==> src/common/cwg_pkg.sv <==
// Purpose: Constants, register map and types of the complementary
//   waveform generator.
// Assumes: Classic Wishbone slave, 8-bit registers on 32-bit words.
// Notes: Summary below names each behaviour kept by the design.
// Summary of operation
// RQ1: Outputs and fault input routable to alternate pins
// RQ2: Generator keeps running while sleep is asserted
// RQ3: Fast oscillator held on in sleep when enabled and selected
// RQ4: Software clears analog select on used pins
// RQ5: Software leaves output pins as inputs first
// RQ6: Software clears enable before writing configuration
// RQ7: Software writes counts while generator is disabled
// RQ8: Software picks shutdown sources before enabling
// RQ9: Software sets both override levels before start
// RQ10: Software sets shutdown active, clears auto-restart
// RQ11: Software selects event sources and modes first
// RQ12: Software selects clock and dead-band sources first
// RQ13: Software sets polarities and output enables first
// RQ14: Software turns used pins to outputs after enable
// RQ15: Setting auto-restart clears shutdown active automatically
// RQ16: Clearing shutdown active starts on rising event
// RQ17: Each set source bit enables one rising source
// RQ18: Bit 1 selects second comparator as source
// RQ19: Cleared fault bit keeps fault from rising event
// RQ20: Disabled generator loads count buffers on write
package cwg_pkg;
  // ----------------------------------------------------------
  // Widths
  // ----------------------------------------------------------
  localparam int DATA_W = 8;
  localparam int CNT_W = 4;
  localparam int SRC_N = 7;
  localparam int CNT_N = 6;

  // ----------------------------------------------------------
  // Register byte addresses
  // ----------------------------------------------------------
  localparam logic [7:0] ADR_CTRL_ONE = 8'h00;
  localparam logic [7:0] ADR_CTRL_TWO = 8'h04;
  localparam logic [7:0] ADR_RISE_SRC = 8'h08;
  localparam logic [7:0] ADR_FALL_SRC = 8'h0c;
  localparam logic [7:0] ADR_RISE_MODE = 8'h10;
  localparam logic [7:0] ADR_FALL_MODE = 8'h14;
  localparam logic [7:0] ADR_SD_CTRL = 8'h18;
  localparam logic [7:0] ADR_SD_SRC = 8'h1c;
  localparam logic [7:0] ADR_ALT_PIN = 8'h20;
  localparam logic [5:0] CNT_BASE_WORD = 6'h09;
  localparam logic [7:0] ADR_STATUS = 8'h3c;

  // ----------------------------------------------------------
  // Count register indices, from 0x24 upward
  // ----------------------------------------------------------
  localparam int CI_DBR = 0;
  localparam int CI_DBF = 1;
  localparam int CI_BKR = 2;
  localparam int CI_BKF = 3;
  localparam int CI_PHR = 4;
  localparam int CI_PHF = 5;

  // ----------------------------------------------------------
  // Fields
  // ----------------------------------------------------------
  localparam int CO_EN = 0;
  localparam int CO_POL_P = 1;
  localparam int CO_POL_C = 2;
  localparam int CO_OE_P = 3;
  localparam int CO_OE_C = 4;
  localparam int CO_LOAD = 5;
  localparam int CT_CLK_LSB = 0;
  localparam logic [1:0] CLK_SRC_SYS = 2'h0;
  localparam logic [1:0] CLK_SRC_FAST = 2'h1;
  localparam logic [1:0] CLK_SRC_DIV = 2'h2;
  localparam int SD_ACTIVE = 0;
  localparam int SD_RESTART = 1;
  localparam int SD_OVR_P = 2;
  localparam int SD_OVR_C = 3;
  localparam int SS_FAULT = 0;
  localparam int SS_CMP_A = 1;
  localparam int SS_CMP_B = 2;
  localparam int RS_CMP_A = 0;
  localparam int RS_CMP_B = 1;
  localparam int RS_CCP = 2;
  localparam int RS_FAULT = 3;
  localparam int RS_TMR = 4;
  localparam int RS_HLT_A = 5;
  localparam int RS_HLT_B = 6;
  localparam int AP_PRIM = 0;
  localparam int AP_COMPL = 1;
  localparam int AP_FAULT = 2;

  // ----------------------------------------------------------
  // Reset values and timing
  // ----------------------------------------------------------
  localparam logic [7:0] REG_RESET = 8'h00;
  localparam logic [3:0] CNT_RESET = 4'h0;
  localparam int CLK_PERIOD_NS = 100;
  localparam int GEN_DIV_NS = 400;
  localparam int GEN_DIV_CYCLES = GEN_DIV_NS / CLK_PERIOD_NS;
  localparam logic [3:0] DIV_LAST = 4'(GEN_DIV_CYCLES - 1);

  typedef enum logic [2:0] {
    ST_SHUT = 3'b001,
    ST_ARM = 3'b010,
    ST_RUN = 3'b100
  } cwg_state_t;
endpackage

==> src/common/cwg_evt_if.sv <==
// Purpose: Carries one event selector's sources, masks and result.
// Assumes: Sources already synchronised to clock.
// Notes: One instance per edge direction.
`timescale 1ns/1ps
interface cwg_evt_if;
  logic [cwg_pkg::SRC_N-1:0] src;
  logic [cwg_pkg::SRC_N-1:0] enable;
  logic [cwg_pkg::SRC_N-1:0] level_mode;
  logic hit;
  modport sel (input src, input enable, input level_mode, output hit);
  modport user (output src, output enable, output level_mode, input hit);
endinterface

==> src/design/cwg_event_sel.sv <==
// Purpose: Combines enabled event sources into one event.
// Assumes: Mode bit high means level, low means rising edge.
// Notes: Result is combinational from the synced sources.
`timescale 1ns/1ps
module cwg_event_sel (
  input wire logic clock,
  input wire logic reset,
  cwg_evt_if.sel port
);
  logic [cwg_pkg::SRC_N-1:0] prev_q;
  wire logic [cwg_pkg::SRC_N-1:0] rise_w;
  wire logic [cwg_pkg::SRC_N-1:0] act_w;

  assign rise_w = port.src & ~prev_q;
  assign act_w = (port.level_mode & port.src) | (~port.level_mode & rise_w);
  // Cleared enable bits drop their source entirely
  assign port.hit = |(port.enable & act_w); // RQ17 RQ18 RQ19

  always_ff @(posedge clock) begin
    if (reset) begin
      prev_q <= '0;
    end else begin
      prev_q <= port.src;
    end
  end
endmodule

==> src/design/cwg_top.sv <==
// Purpose: Complementary waveform generator with Wishbone registers.
// Assumes: External event sources and fault pins are asynchronous.
// Notes: Ack comes one cycle after request; unmapped reads give zero.
`timescale 1ns/1ps
module cwg_top (
  input wire logic clock,
  input wire logic reset,
  input wire logic wb_cyc_i,
  input wire logic wb_stb_i,
  input wire logic wb_we_i,
  input wire logic [7:0] wb_adr_i,
  input wire logic [3:0] wb_sel_i,
  input wire logic [31:0] wb_dat_i,
  output logic [31:0] wb_dat_o,
  output logic wb_ack_o,
  input wire logic src_comparator_a,
  input wire logic src_comparator_b,
  input wire logic src_capture_compare,
  input wire logic src_timer_period_match,
  input wire logic src_halfbridge_a,
  input wire logic src_halfbridge_b,
  input wire logic [1:0] fault_input_pin,
  input wire logic sleep_active,
  output logic [1:0] primary_output,
  output logic [1:0] primary_drive,
  output logic [1:0] complementary_output,
  output logic [1:0] complementary_drive,
  output logic fast_osc_keep_on
);
  // ----------------------------------------------------------
  // Registers
  // ----------------------------------------------------------
  logic ack_q;
  logic [31:0] rdat_q;
  logic [7:0] ctl1_q, ctl2_q, ris_q, fis_q, rsim_q, fsim_q, sdc_q, sds_q, alt_q;
  logic [7:0] sdc_d, ctl1_d;
  logic [cwg_pkg::CNT_W-1:0] cnt_reg_q [cwg_pkg::CNT_N];
  logic [cwg_pkg::CNT_W-1:0] cnt_buf_q [cwg_pkg::CNT_N];
  logic [7:0] sync1_q, sync2_q;
  logic [3:0] div_q;
  cwg_pkg::cwg_state_t state_q, state_d;
  logic wave_q, rise_pend_q, fall_pend_q;
  logic [cwg_pkg::CNT_W-1:0] rise_wait_q, fall_wait_q, rise_blank_q, fall_blank_q, db_q;
  logic [1:0] prim_q, prim_drv_q, compl_q, compl_drv_q;
  logic osc_q;

  // ----------------------------------------------------------
  // Bus decode
  // ----------------------------------------------------------
  wire logic req = wb_cyc_i & wb_stb_i;
  wire logic [7:0] adr = {wb_adr_i[7:2], 2'b00};
  wire logic [5:0] cnt_off = wb_adr_i[7:2] - cwg_pkg::CNT_BASE_WORD;
  wire logic cnt_hit = (wb_adr_i[7:2] >= cwg_pkg::CNT_BASE_WORD) && (cnt_off < 6'(cwg_pkg::CNT_N));
  wire logic [7:0] wdat = wb_dat_i[7:0];
  wire logic [cwg_pkg::CNT_W-1:0] wdat_cnt = wb_dat_i[cwg_pkg::CNT_W-1:0];
  // Writes land on the edge where the master sees ack
  wire logic wr_fire = req & wb_we_i & ack_q & wb_sel_i[0];
  wire logic wr_ctl1 = wr_fire && adr == cwg_pkg::ADR_CTRL_ONE;
  wire logic wr_ctl2 = wr_fire && adr == cwg_pkg::ADR_CTRL_TWO;
  wire logic wr_ris = wr_fire && adr == cwg_pkg::ADR_RISE_SRC;
  wire logic wr_fis = wr_fire && adr == cwg_pkg::ADR_FALL_SRC;
  wire logic wr_rsim = wr_fire && adr == cwg_pkg::ADR_RISE_MODE;
  wire logic wr_fsim = wr_fire && adr == cwg_pkg::ADR_FALL_MODE;
  wire logic wr_sdc = wr_fire && adr == cwg_pkg::ADR_SD_CTRL;
  wire logic wr_sds = wr_fire && adr == cwg_pkg::ADR_SD_SRC;
  wire logic wr_alt = wr_fire && adr == cwg_pkg::ADR_ALT_PIN;
  wire logic wr_cnt = wr_fire && cnt_hit;

  // ----------------------------------------------------------
  // Input synchronisers and source routing
  // ----------------------------------------------------------
  wire logic [7:0] ext_in = {fault_input_pin, src_halfbridge_b, src_halfbridge_a,
    src_timer_period_match, src_capture_compare, src_comparator_b, src_comparator_a};
  wire logic fault = alt_q[cwg_pkg::AP_FAULT] ? sync2_q[7] : sync2_q[6]; // RQ1
  wire logic [cwg_pkg::SRC_N-1:0] src7 = {sync2_q[5:3], fault, sync2_q[2:0]};

  // ----------------------------------------------------------
  // Generator clock and control decode
  // ----------------------------------------------------------
  wire logic en = ctl1_q[cwg_pkg::CO_EN];
  wire logic [1:0] clk_src = ctl2_q[cwg_pkg::CT_CLK_LSB +: 2];
  // Fast oscillator shares the system clock here; only the divider slows ticks
  wire logic tick = (clk_src == cwg_pkg::CLK_SRC_DIV) ? (div_q == cwg_pkg::DIV_LAST) : 1'b1;
  wire logic load_done = en & ctl1_q[cwg_pkg::CO_LOAD] & tick;
  wire logic sd_hit = en & |(sds_q[2:0] & {src7[cwg_pkg::RS_CMP_B],
    src7[cwg_pkg::RS_CMP_A], fault});
  wire logic live = (state_q != cwg_pkg::ST_SHUT);
  wire logic run = (state_q == cwg_pkg::ST_RUN);

  cwg_evt_if rise_if ();
  cwg_evt_if fall_if ();
  assign rise_if.src = src7;
  assign rise_if.enable = ris_q[cwg_pkg::SRC_N-1:0]; // RQ17
  assign rise_if.level_mode = rsim_q[cwg_pkg::SRC_N-1:0];
  assign fall_if.src = src7;
  assign fall_if.enable = fis_q[cwg_pkg::SRC_N-1:0];
  assign fall_if.level_mode = fsim_q[cwg_pkg::SRC_N-1:0];

  cwg_event_sel u_rise (.clock(clock), .reset(reset), .port(rise_if.sel));
  cwg_event_sel u_fall (.clock(clock), .reset(reset), .port(fall_if.sel));

  // ----------------------------------------------------------
  // Waveform timing
  // ----------------------------------------------------------
  wire logic rise_ok = live & rise_if.hit & ~rise_pend_q & (rise_blank_q == '0);
  wire logic fall_ok = live & fall_if.hit & ~fall_pend_q & (fall_blank_q == '0);
  wire logic fire_rise = tick & rise_pend_q & (rise_wait_q == '0);
  wire logic fire_fall = tick & fall_pend_q & (fall_wait_q == '0);
  wire logic db_zero = (db_q == '0);
  wire logic p_act = run ? ((wave_q & db_zero) ^ ctl1_q[cwg_pkg::CO_POL_P])
    : sdc_q[cwg_pkg::SD_OVR_P];
  wire logic c_act = run ? ((~wave_q & db_zero) ^ ctl1_q[cwg_pkg::CO_POL_C])
    : sdc_q[cwg_pkg::SD_OVR_C];
  wire logic [7:0] status = {2'b00, c_act, p_act, wave_q, state_q};

  wire logic [7:0] rd_mux =
    (adr == cwg_pkg::ADR_CTRL_ONE) ? ctl1_q :
    (adr == cwg_pkg::ADR_CTRL_TWO) ? ctl2_q :
    (adr == cwg_pkg::ADR_RISE_SRC) ? ris_q :
    (adr == cwg_pkg::ADR_FALL_SRC) ? fis_q :
    (adr == cwg_pkg::ADR_RISE_MODE) ? rsim_q :
    (adr == cwg_pkg::ADR_FALL_MODE) ? fsim_q :
    (adr == cwg_pkg::ADR_SD_CTRL) ? sdc_q :
    (adr == cwg_pkg::ADR_SD_SRC) ? sds_q :
    (adr == cwg_pkg::ADR_ALT_PIN) ? alt_q :
    (adr == cwg_pkg::ADR_STATUS) ? status :
    cnt_hit ? {4'h0, cnt_reg_q[cnt_off[2:0]]} : 8'h00;

  // Shutdown latch: hardware set beats any software clear
  always_comb begin
    sdc_d = wr_sdc ? wdat : sdc_q;
    sdc_d[cwg_pkg::SD_ACTIVE] = sd_hit | (~sdc_d[cwg_pkg::SD_RESTART] // RQ15
      & sdc_d[cwg_pkg::SD_ACTIVE]);
    ctl1_d = wr_ctl1 ? wdat : ctl1_q;
    if (load_done && !wr_ctl1) begin
      ctl1_d[cwg_pkg::CO_LOAD] = 1'b0;
    end
  end

  always_comb begin
    state_d = state_q;
    case (state_q)
      cwg_pkg::ST_SHUT: if (!sdc_q[cwg_pkg::SD_ACTIVE]) state_d = cwg_pkg::ST_ARM; // RQ16
      cwg_pkg::ST_ARM: begin
        if (sdc_q[cwg_pkg::SD_ACTIVE]) state_d = cwg_pkg::ST_SHUT;
        else if (fire_rise) state_d = cwg_pkg::ST_RUN; // RQ16
      end
      cwg_pkg::ST_RUN: if (sdc_q[cwg_pkg::SD_ACTIVE]) state_d = cwg_pkg::ST_SHUT;
      default: state_d = cwg_pkg::ST_SHUT;
    endcase
    // Sleep is deliberately not a term here: running continues
    if (!en) state_d = cwg_pkg::ST_SHUT; // RQ2
  end

  // ----------------------------------------------------------
  // Bus and configuration registers
  // ----------------------------------------------------------
  always_ff @(posedge clock) begin
    if (reset) begin
      ack_q <= 1'b0;
      rdat_q <= '0;
    end else begin
      ack_q <= req & ~ack_q;
      if (req && !ack_q) rdat_q <= {24'h000000, rd_mux};
    end
  end

  always_ff @(posedge clock) begin
    if (reset) begin
      ctl1_q <= cwg_pkg::REG_RESET;
      ctl2_q <= cwg_pkg::REG_RESET;
      ris_q <= cwg_pkg::REG_RESET;
      fis_q <= cwg_pkg::REG_RESET;
      rsim_q <= cwg_pkg::REG_RESET;
      fsim_q <= cwg_pkg::REG_RESET;
      sdc_q <= cwg_pkg::REG_RESET;
      sds_q <= cwg_pkg::REG_RESET;
      alt_q <= cwg_pkg::REG_RESET;
    end else begin
      ctl1_q <= ctl1_d;
      sdc_q <= sdc_d;
      if (wr_ctl2) ctl2_q <= wdat;
      if (wr_ris) ris_q <= wdat;
      if (wr_fis) fis_q <= wdat;
      if (wr_rsim) rsim_q <= wdat;
      if (wr_fsim) fsim_q <= wdat;
      if (wr_sds) sds_q <= wdat;
      if (wr_alt) alt_q <= wdat;
    end
  end

  // Double-buffered counts: direct while disabled, on load request when enabled
  always_ff @(posedge clock) begin
    for (int i = 0; i < cwg_pkg::CNT_N; i++) begin
      if (reset) begin
        cnt_reg_q[i] <= cwg_pkg::CNT_RESET;
        cnt_buf_q[i] <= cwg_pkg::CNT_RESET;
      end else begin
        if (wr_cnt && cnt_off == 6'(i)) cnt_reg_q[i] <= wdat_cnt;
        if (wr_cnt && cnt_off == 6'(i) && !en) cnt_buf_q[i] <= wdat_cnt; // RQ20
        else if (load_done) cnt_buf_q[i] <= cnt_reg_q[i];
      end
    end
  end

  always_ff @(posedge clock) begin
    if (reset) begin
      sync1_q <= '0;
      sync2_q <= '0;
      div_q <= '0;
    end else begin
      sync1_q <= ext_in;
      sync2_q <= sync1_q;
      div_q <= (div_q == cwg_pkg::DIV_LAST) ? 4'h0 : div_q + 4'h1;
    end
  end

  // ----------------------------------------------------------
  // Waveform engine
  // ----------------------------------------------------------
  always_ff @(posedge clock) begin
    if (reset || !live) begin
      state_q <= reset ? cwg_pkg::ST_SHUT : state_d;
      wave_q <= 1'b0;
      rise_pend_q <= 1'b0;
      fall_pend_q <= 1'b0;
      rise_wait_q <= '0;
      fall_wait_q <= '0;
      rise_blank_q <= '0;
      fall_blank_q <= '0;
      db_q <= '0;
    end else begin
      state_q <= state_d;
      // Falling wins a tie so the switch pair never overlaps
      if (fire_fall) wave_q <= 1'b0;
      else if (fire_rise) wave_q <= 1'b1;
      if (rise_ok) rise_pend_q <= 1'b1;
      else if (fire_rise) rise_pend_q <= 1'b0;
      if (fall_ok) fall_pend_q <= 1'b1;
      else if (fire_fall) fall_pend_q <= 1'b0;
      if (rise_ok) rise_wait_q <= cnt_buf_q[cwg_pkg::CI_PHR];
      else if (tick && rise_pend_q && rise_wait_q != '0) rise_wait_q <= rise_wait_q - 4'h1;
      if (fall_ok) fall_wait_q <= cnt_buf_q[cwg_pkg::CI_PHF];
      else if (tick && fall_pend_q && fall_wait_q != '0) fall_wait_q <= fall_wait_q - 4'h1;
      if (fire_rise) fall_blank_q <= cnt_buf_q[cwg_pkg::CI_BKR];
      else if (tick && fall_blank_q != '0) fall_blank_q <= fall_blank_q - 4'h1;
      if (fire_fall) rise_blank_q <= cnt_buf_q[cwg_pkg::CI_BKF];
      else if (tick && rise_blank_q != '0) rise_blank_q <= rise_blank_q - 4'h1;
      if (fire_fall) db_q <= cnt_buf_q[cwg_pkg::CI_DBF];
      else if (fire_rise) db_q <= cnt_buf_q[cwg_pkg::CI_DBR];
      else if (tick && !db_zero) db_q <= db_q - 4'h1;
    end
  end

  // ----------------------------------------------------------
  // Pin outputs
  // ----------------------------------------------------------
  always_ff @(posedge clock) begin
    if (reset) begin
      prim_q <= 2'b00;
      prim_drv_q <= 2'b00;
      compl_q <= 2'b00;
      compl_drv_q <= 2'b00;
      osc_q <= 1'b0;
    end else begin
      prim_q <= alt_q[cwg_pkg::AP_PRIM] ? {p_act, 1'b0} : {1'b0, p_act}; // RQ1
      compl_q <= alt_q[cwg_pkg::AP_COMPL] ? {c_act, 1'b0} : {1'b0, c_act}; // RQ1
      prim_drv_q <= !(en && ctl1_q[cwg_pkg::CO_OE_P]) ? 2'b00 :
        (alt_q[cwg_pkg::AP_PRIM] ? 2'b10 : 2'b01);
      compl_drv_q <= !(en && ctl1_q[cwg_pkg::CO_OE_C]) ? 2'b00 :
        (alt_q[cwg_pkg::AP_COMPL] ? 2'b10 : 2'b01);
      osc_q <= en && (clk_src == cwg_pkg::CLK_SRC_FAST) && sleep_active; // RQ3
    end
  end

  assign wb_ack_o = ack_q;
  assign wb_dat_o = rdat_q;
  assign primary_output = prim_q;
  assign primary_drive = prim_drv_q;
  assign complementary_output = compl_q;
  assign complementary_drive = compl_drv_q;
  assign fast_osc_keep_on = osc_q;
endmodule

==> config.mk <==
export PLATFORM = sky130hd
export DESIGN_NAME = cwg_top
export DESIGN_NICKNAME = d
export VERILOG_FILES = /design/src/common/cwg_pkg.sv /design/src/common/cwg_evt_if.sv /design/src/design/cwg_event_sel.sv /design/src/design/cwg_top.sv
export SDC_FILE = /design/constraint.sdc
export NUM_CORES = 1
export LEC_CHECK = 0
export ABC_AREA = 1
export ABC_CLOCK_PERIOD_IN_PS = 2500
export BUFFER_PORTS_ARGS = -buffer_cell sky130_fd_sc_hd__buf_2
export CELL_PAD_IN_SITES_DETAIL_PLACEMENT = 0
export CELL_PAD_IN_SITES_GLOBAL_PLACEMENT = 2
export CORE_MARGIN = 2
export CORE_UTILIZATION = 34
export DETAILED_ROUTE_END_ITERATION = 10
export PLACE_DENSITY_LB_ADDON = 0.2
export SLEW_MARGIN = 20
export SYNTH_ARGS = -nofsm -noshare
export SYNTH_HDL_FRONTEND = slang
export SYNTH_HIERARCHICAL = 1
export SYNTH_SLANG_ARGS = --single-unit
==> constraint.sdc <==
create_clock -name clock -period 2.5 [get_ports clock]
set_clock_uncertainty 0.05 [all_clocks]
set_input_delay 0.125 -clock clock [delete_from_list [all_inputs] [get_ports clock]]
set_output_delay 0.125 -clock clock [all_outputs]
set_load 0.01 [all_outputs]
==> run metrics <==
slowest stage delay, CP 0.36 ns; RSZ-0062 raised after global routing no; final hold violation count 0; Slew HR between 30% and 40%; initial antenna violation count 0; GRT Total Usage 19.1%; xor and xnor area share after synthesis about 1.7%; CP Cell Sequence inv_1, ha_1, nand2_2, nor2_4, nand2_1, xor2_1, nand2_1, o211ai_1, nand3_1, o21ai_2, nand2_1, o21ai_0, nand2_1, nand2_1, nand2_1, nand2_1, a21oi_1; clock tree buffer depth 2; total power ~6.5 mW; pwr/cell area 590 mW/mm2; via count between 8,000 and 9,000; Synth Area in Adders under 10%; crit path kind reg -> reg; port bufs 46; H-tree Lvls 4; main combinational cell family by area after synthesis simple AND/OR/NAND/NOR gates; grt total ovfl 0; simple-gate portion of the synthesized area a little under a quarter; post-synth top area share roughly a third; Worst-Margin Slew 0.903 ns; Critical Path RT roughly 2.8 ns; row count between 60 and 70; worst setup margin roughly 0.3 ns; endpoint class of the critical path flop; CP Data Arrival Time around 2.5 ns; post-synthesis sequential area ratio between 40 and 50%; status completed; Post-synth ARST share 0%; TritonCTS clock tree built; Post-CTS Setup Inserts 0; ant diodes 0; Final nets 1,429; max-slew violations 0; Most used DFF post-synth dfxtp_1; hold crit path type in -> reg; Max Cap Viol 0; vias per inst ~4.6; Max Fclk 454 MHz; Static Leak 4.82 nW; synth warn 6; DRT iter0 DRCs roughly 480; Crit-path slowest cell dfxtp_1; DRC 0; Mean Syn Cell Area 7.46 um2; Bufs and invs on worst path 1; delay-heaviest family, CP simple AND/OR/NAND/NOR gates; top cells by area, synth dfxtp_1 32%, edfxtp_1 15%, nand2_1 9.1%; routed wire length 27,200 um; Detailed Routing Iterations Pass 1 5; cell taking the most area after synthesis dfxtp_1; WL met3 between 600 and 700 um; Die ar. approximately 0.029 mm2; Crit Path Max Fanout 3; total negative setup slack 0 ns; most used cell, CP nand2_1; layout cells sized above 1 a little over an eighth; Final ANT Viol Nets 0; Layout Area Growth over Synthesis 16.5%; routed length on met1 roughly 12,000 um; Critical Path Start Type flop; pre-CTS setup slack 0.104 ns; total CTS buffers 17; clock slew at reported path FFs approximately 0.080 ns; Synth Area in Compound Gates about 15%; # placed instances roughly 1,700; Top Layer Used met4; Post-synth EDFFs 48; global-route wire length before repair about 42,000 um; HPWL Detailed 20,400 um; Post-Synthesis Cells 1,269; total core area approximately 0.028 mm2; largest net degree at the start of global routing 47; post-layout min period ~2.2 ns; mux share of post-synthesis cell area 0.106%; Die Ht 171 um; clock root buffer clkbuf_16; final worst-path cycle share around 90%; Seq cells post-synth roughly 200; CTS sink count roughly 200; initial core utilization roughly a third; Worst-Skew Late Latency about 0.44 ns; WL per Instance roughly 16 um; met2 WL approximately 14,000 um; vias in the first global route approximately 7,500; DIE WIDTH about 170 um; # setup viols final 0; Peak VDD IR 0.000427 V; I/O pin count 100; Routability Congestion around 0.8; fin cells 1,747; Synth Cell Area about 0.0095 mm2; Netlist cell types between 40 and 50
## synth_stat cells, types with 13 or more instances
master and number:
o21ai_0 128, nand2_1 230, nor2_1 190, inv_1 168, dfxtp_1 150, a21oi_1 98, ha_1 15, nor3_1 19
xor2_1 13, nand3_1 47, clkbuf_1 30, edfxtp_1 48, buf_4 24
## repair_timing
item / CTS / global route
endpoints found under the setup margin: 0 / 2
hold buffers: 11 / 0
hold endpoints to repair: 11 / 0
gates resized for setup: 0 / 5
## cells by family (layout without fill, tap and decap cells)
family / after synthesis / count (layout)
compound gates: 263 / 263
xor+xnor: 17 / 17
fa+ha+maj: 15 / 15
flops: 198 / 198
other cells: 1 / 24
mux: 1 / 1
simple gates: 523 / 523
buf+inv: 251 / 328
## through the flow
stage | cell area [um2] | util, % | hold WS, ns
6_report | 11000 | 39.9 | 0.0206
5_1_grt | 11000 | 39.9 | 0.0357
4_1_cts | 11000 | 39.9 | 0.0148
3_5_place_dp | 10300 | 37.4 | 0.280
3_3_place_gp | 10300 | 37.4 | 0.274
2_1_floorplan | 9560 | - | 0.146
## final cells by class
cell class | instances | area (um2)
multi-input combinational | 843 | 4070
fill | 2999 | 16600
tap | 378 | 473
clock inverter | 15 | 161
clock buffer | 17 | 425
sequential | 198 | 4440
timing repair buffer | 117 | 791
inverter | 179 | 672
## layer usage
layer / up-vias / GRT usage (%)
li1: 4194 / -
met1: 3717 / 24.0
met2: 104 / 34.7
met3: 15 / 2.87
met4: 0 / 3.98
met5: - / 0
## worst register-to-register path: stages (launching register included)
cell and delay, ns:
dfxtp_1 0.36, inv_1 0.06, ha_1 0.22, nand2_2 0.10
nor2_4 0.05, nand2_1 0.07, xor2_1 0.17, nand2_1 0.10
o211ai_1 0.16, nand3_1 0.13, o21ai_2 0.13, nand2_1 0.07
o21ai_0 0.07, nand2_1 0.07, nand2_1 0.07, nand2_1 0.08
nand2_1 0.07, a21oi_1 0.05
## power by group
group	internal (mW)	switching [mW]	leakage (nW)
Combinational	0.132	0.291	2.82
Sequential	3.32	0.0274	1.71
Clock	1.34	1.39	0.286
Total	4.80	1.71	4.82
## registers in the layout, summed over array words and instances (netlist names), 7 cells and up
register,cells
alt_q,8
cnt_buf_q,24
cnt_reg_q,24
ctl1_q,8
ctl2_q,8
fis_q,8
fsim_q,8
ris_q,8
rsim_q,8
sdc_q,8
sds_q,8
sync1_q,8
sync2_q,8
u_fall/prev_q,7
u_rise/prev_q,7
wb_dat_o,8
## path summary, 6_finish.rpt
| path | endpoint | from | slack, ns | cells past startpoint |
|---|---|---|---|---|
| hold reg to reg | sync2_q[0] | sync1_q[0] | 0.35 | 2 |
| setup reg to reg | wb_dat_o[4] | db_q[0] | 0.30 | 17 |
| setup / recovery | wb_dat_o[4] | db_q[0] | 0.30 | 17 |
| hold / removal | cnt_buf_q[2][1] | wb_dat_i[1] | 0.02 | 3 |
## cells in the final DEF (no fill, tap or decap), types with 3 or more instances in the layout
cell,netlist,routed
a211oi_1,5,5
a21oi_1,98,98
buf_2,9,46
buf_4,24,60
clkbuf_16,0,17
clkinv_4,0,3
clkinv_8,0,3
conb_1,1,24
dfxtp_1,150,150
dlygate4sd3_1,0,11
edfxtp_1,48,48
ha_1,15,15
inv_1,168,167
inv_2,9,10
inv_8,0,5
nand2_1,230,229
nand2_2,2,3
nand3_1,47,47
nand3_2,4,4
nand4_1,10,10
nor2_1,190,189
nor2_2,6,6
nor2_4,2,3
nor3_1,19,19
o211ai_1,11,11
o21ai_0,128,127
o22ai_1,9,9
or2_2,9,9
xnor2_1,3,3
xor2_1,13,13
No activity file was read; power rests on OpenSTA's default activity.
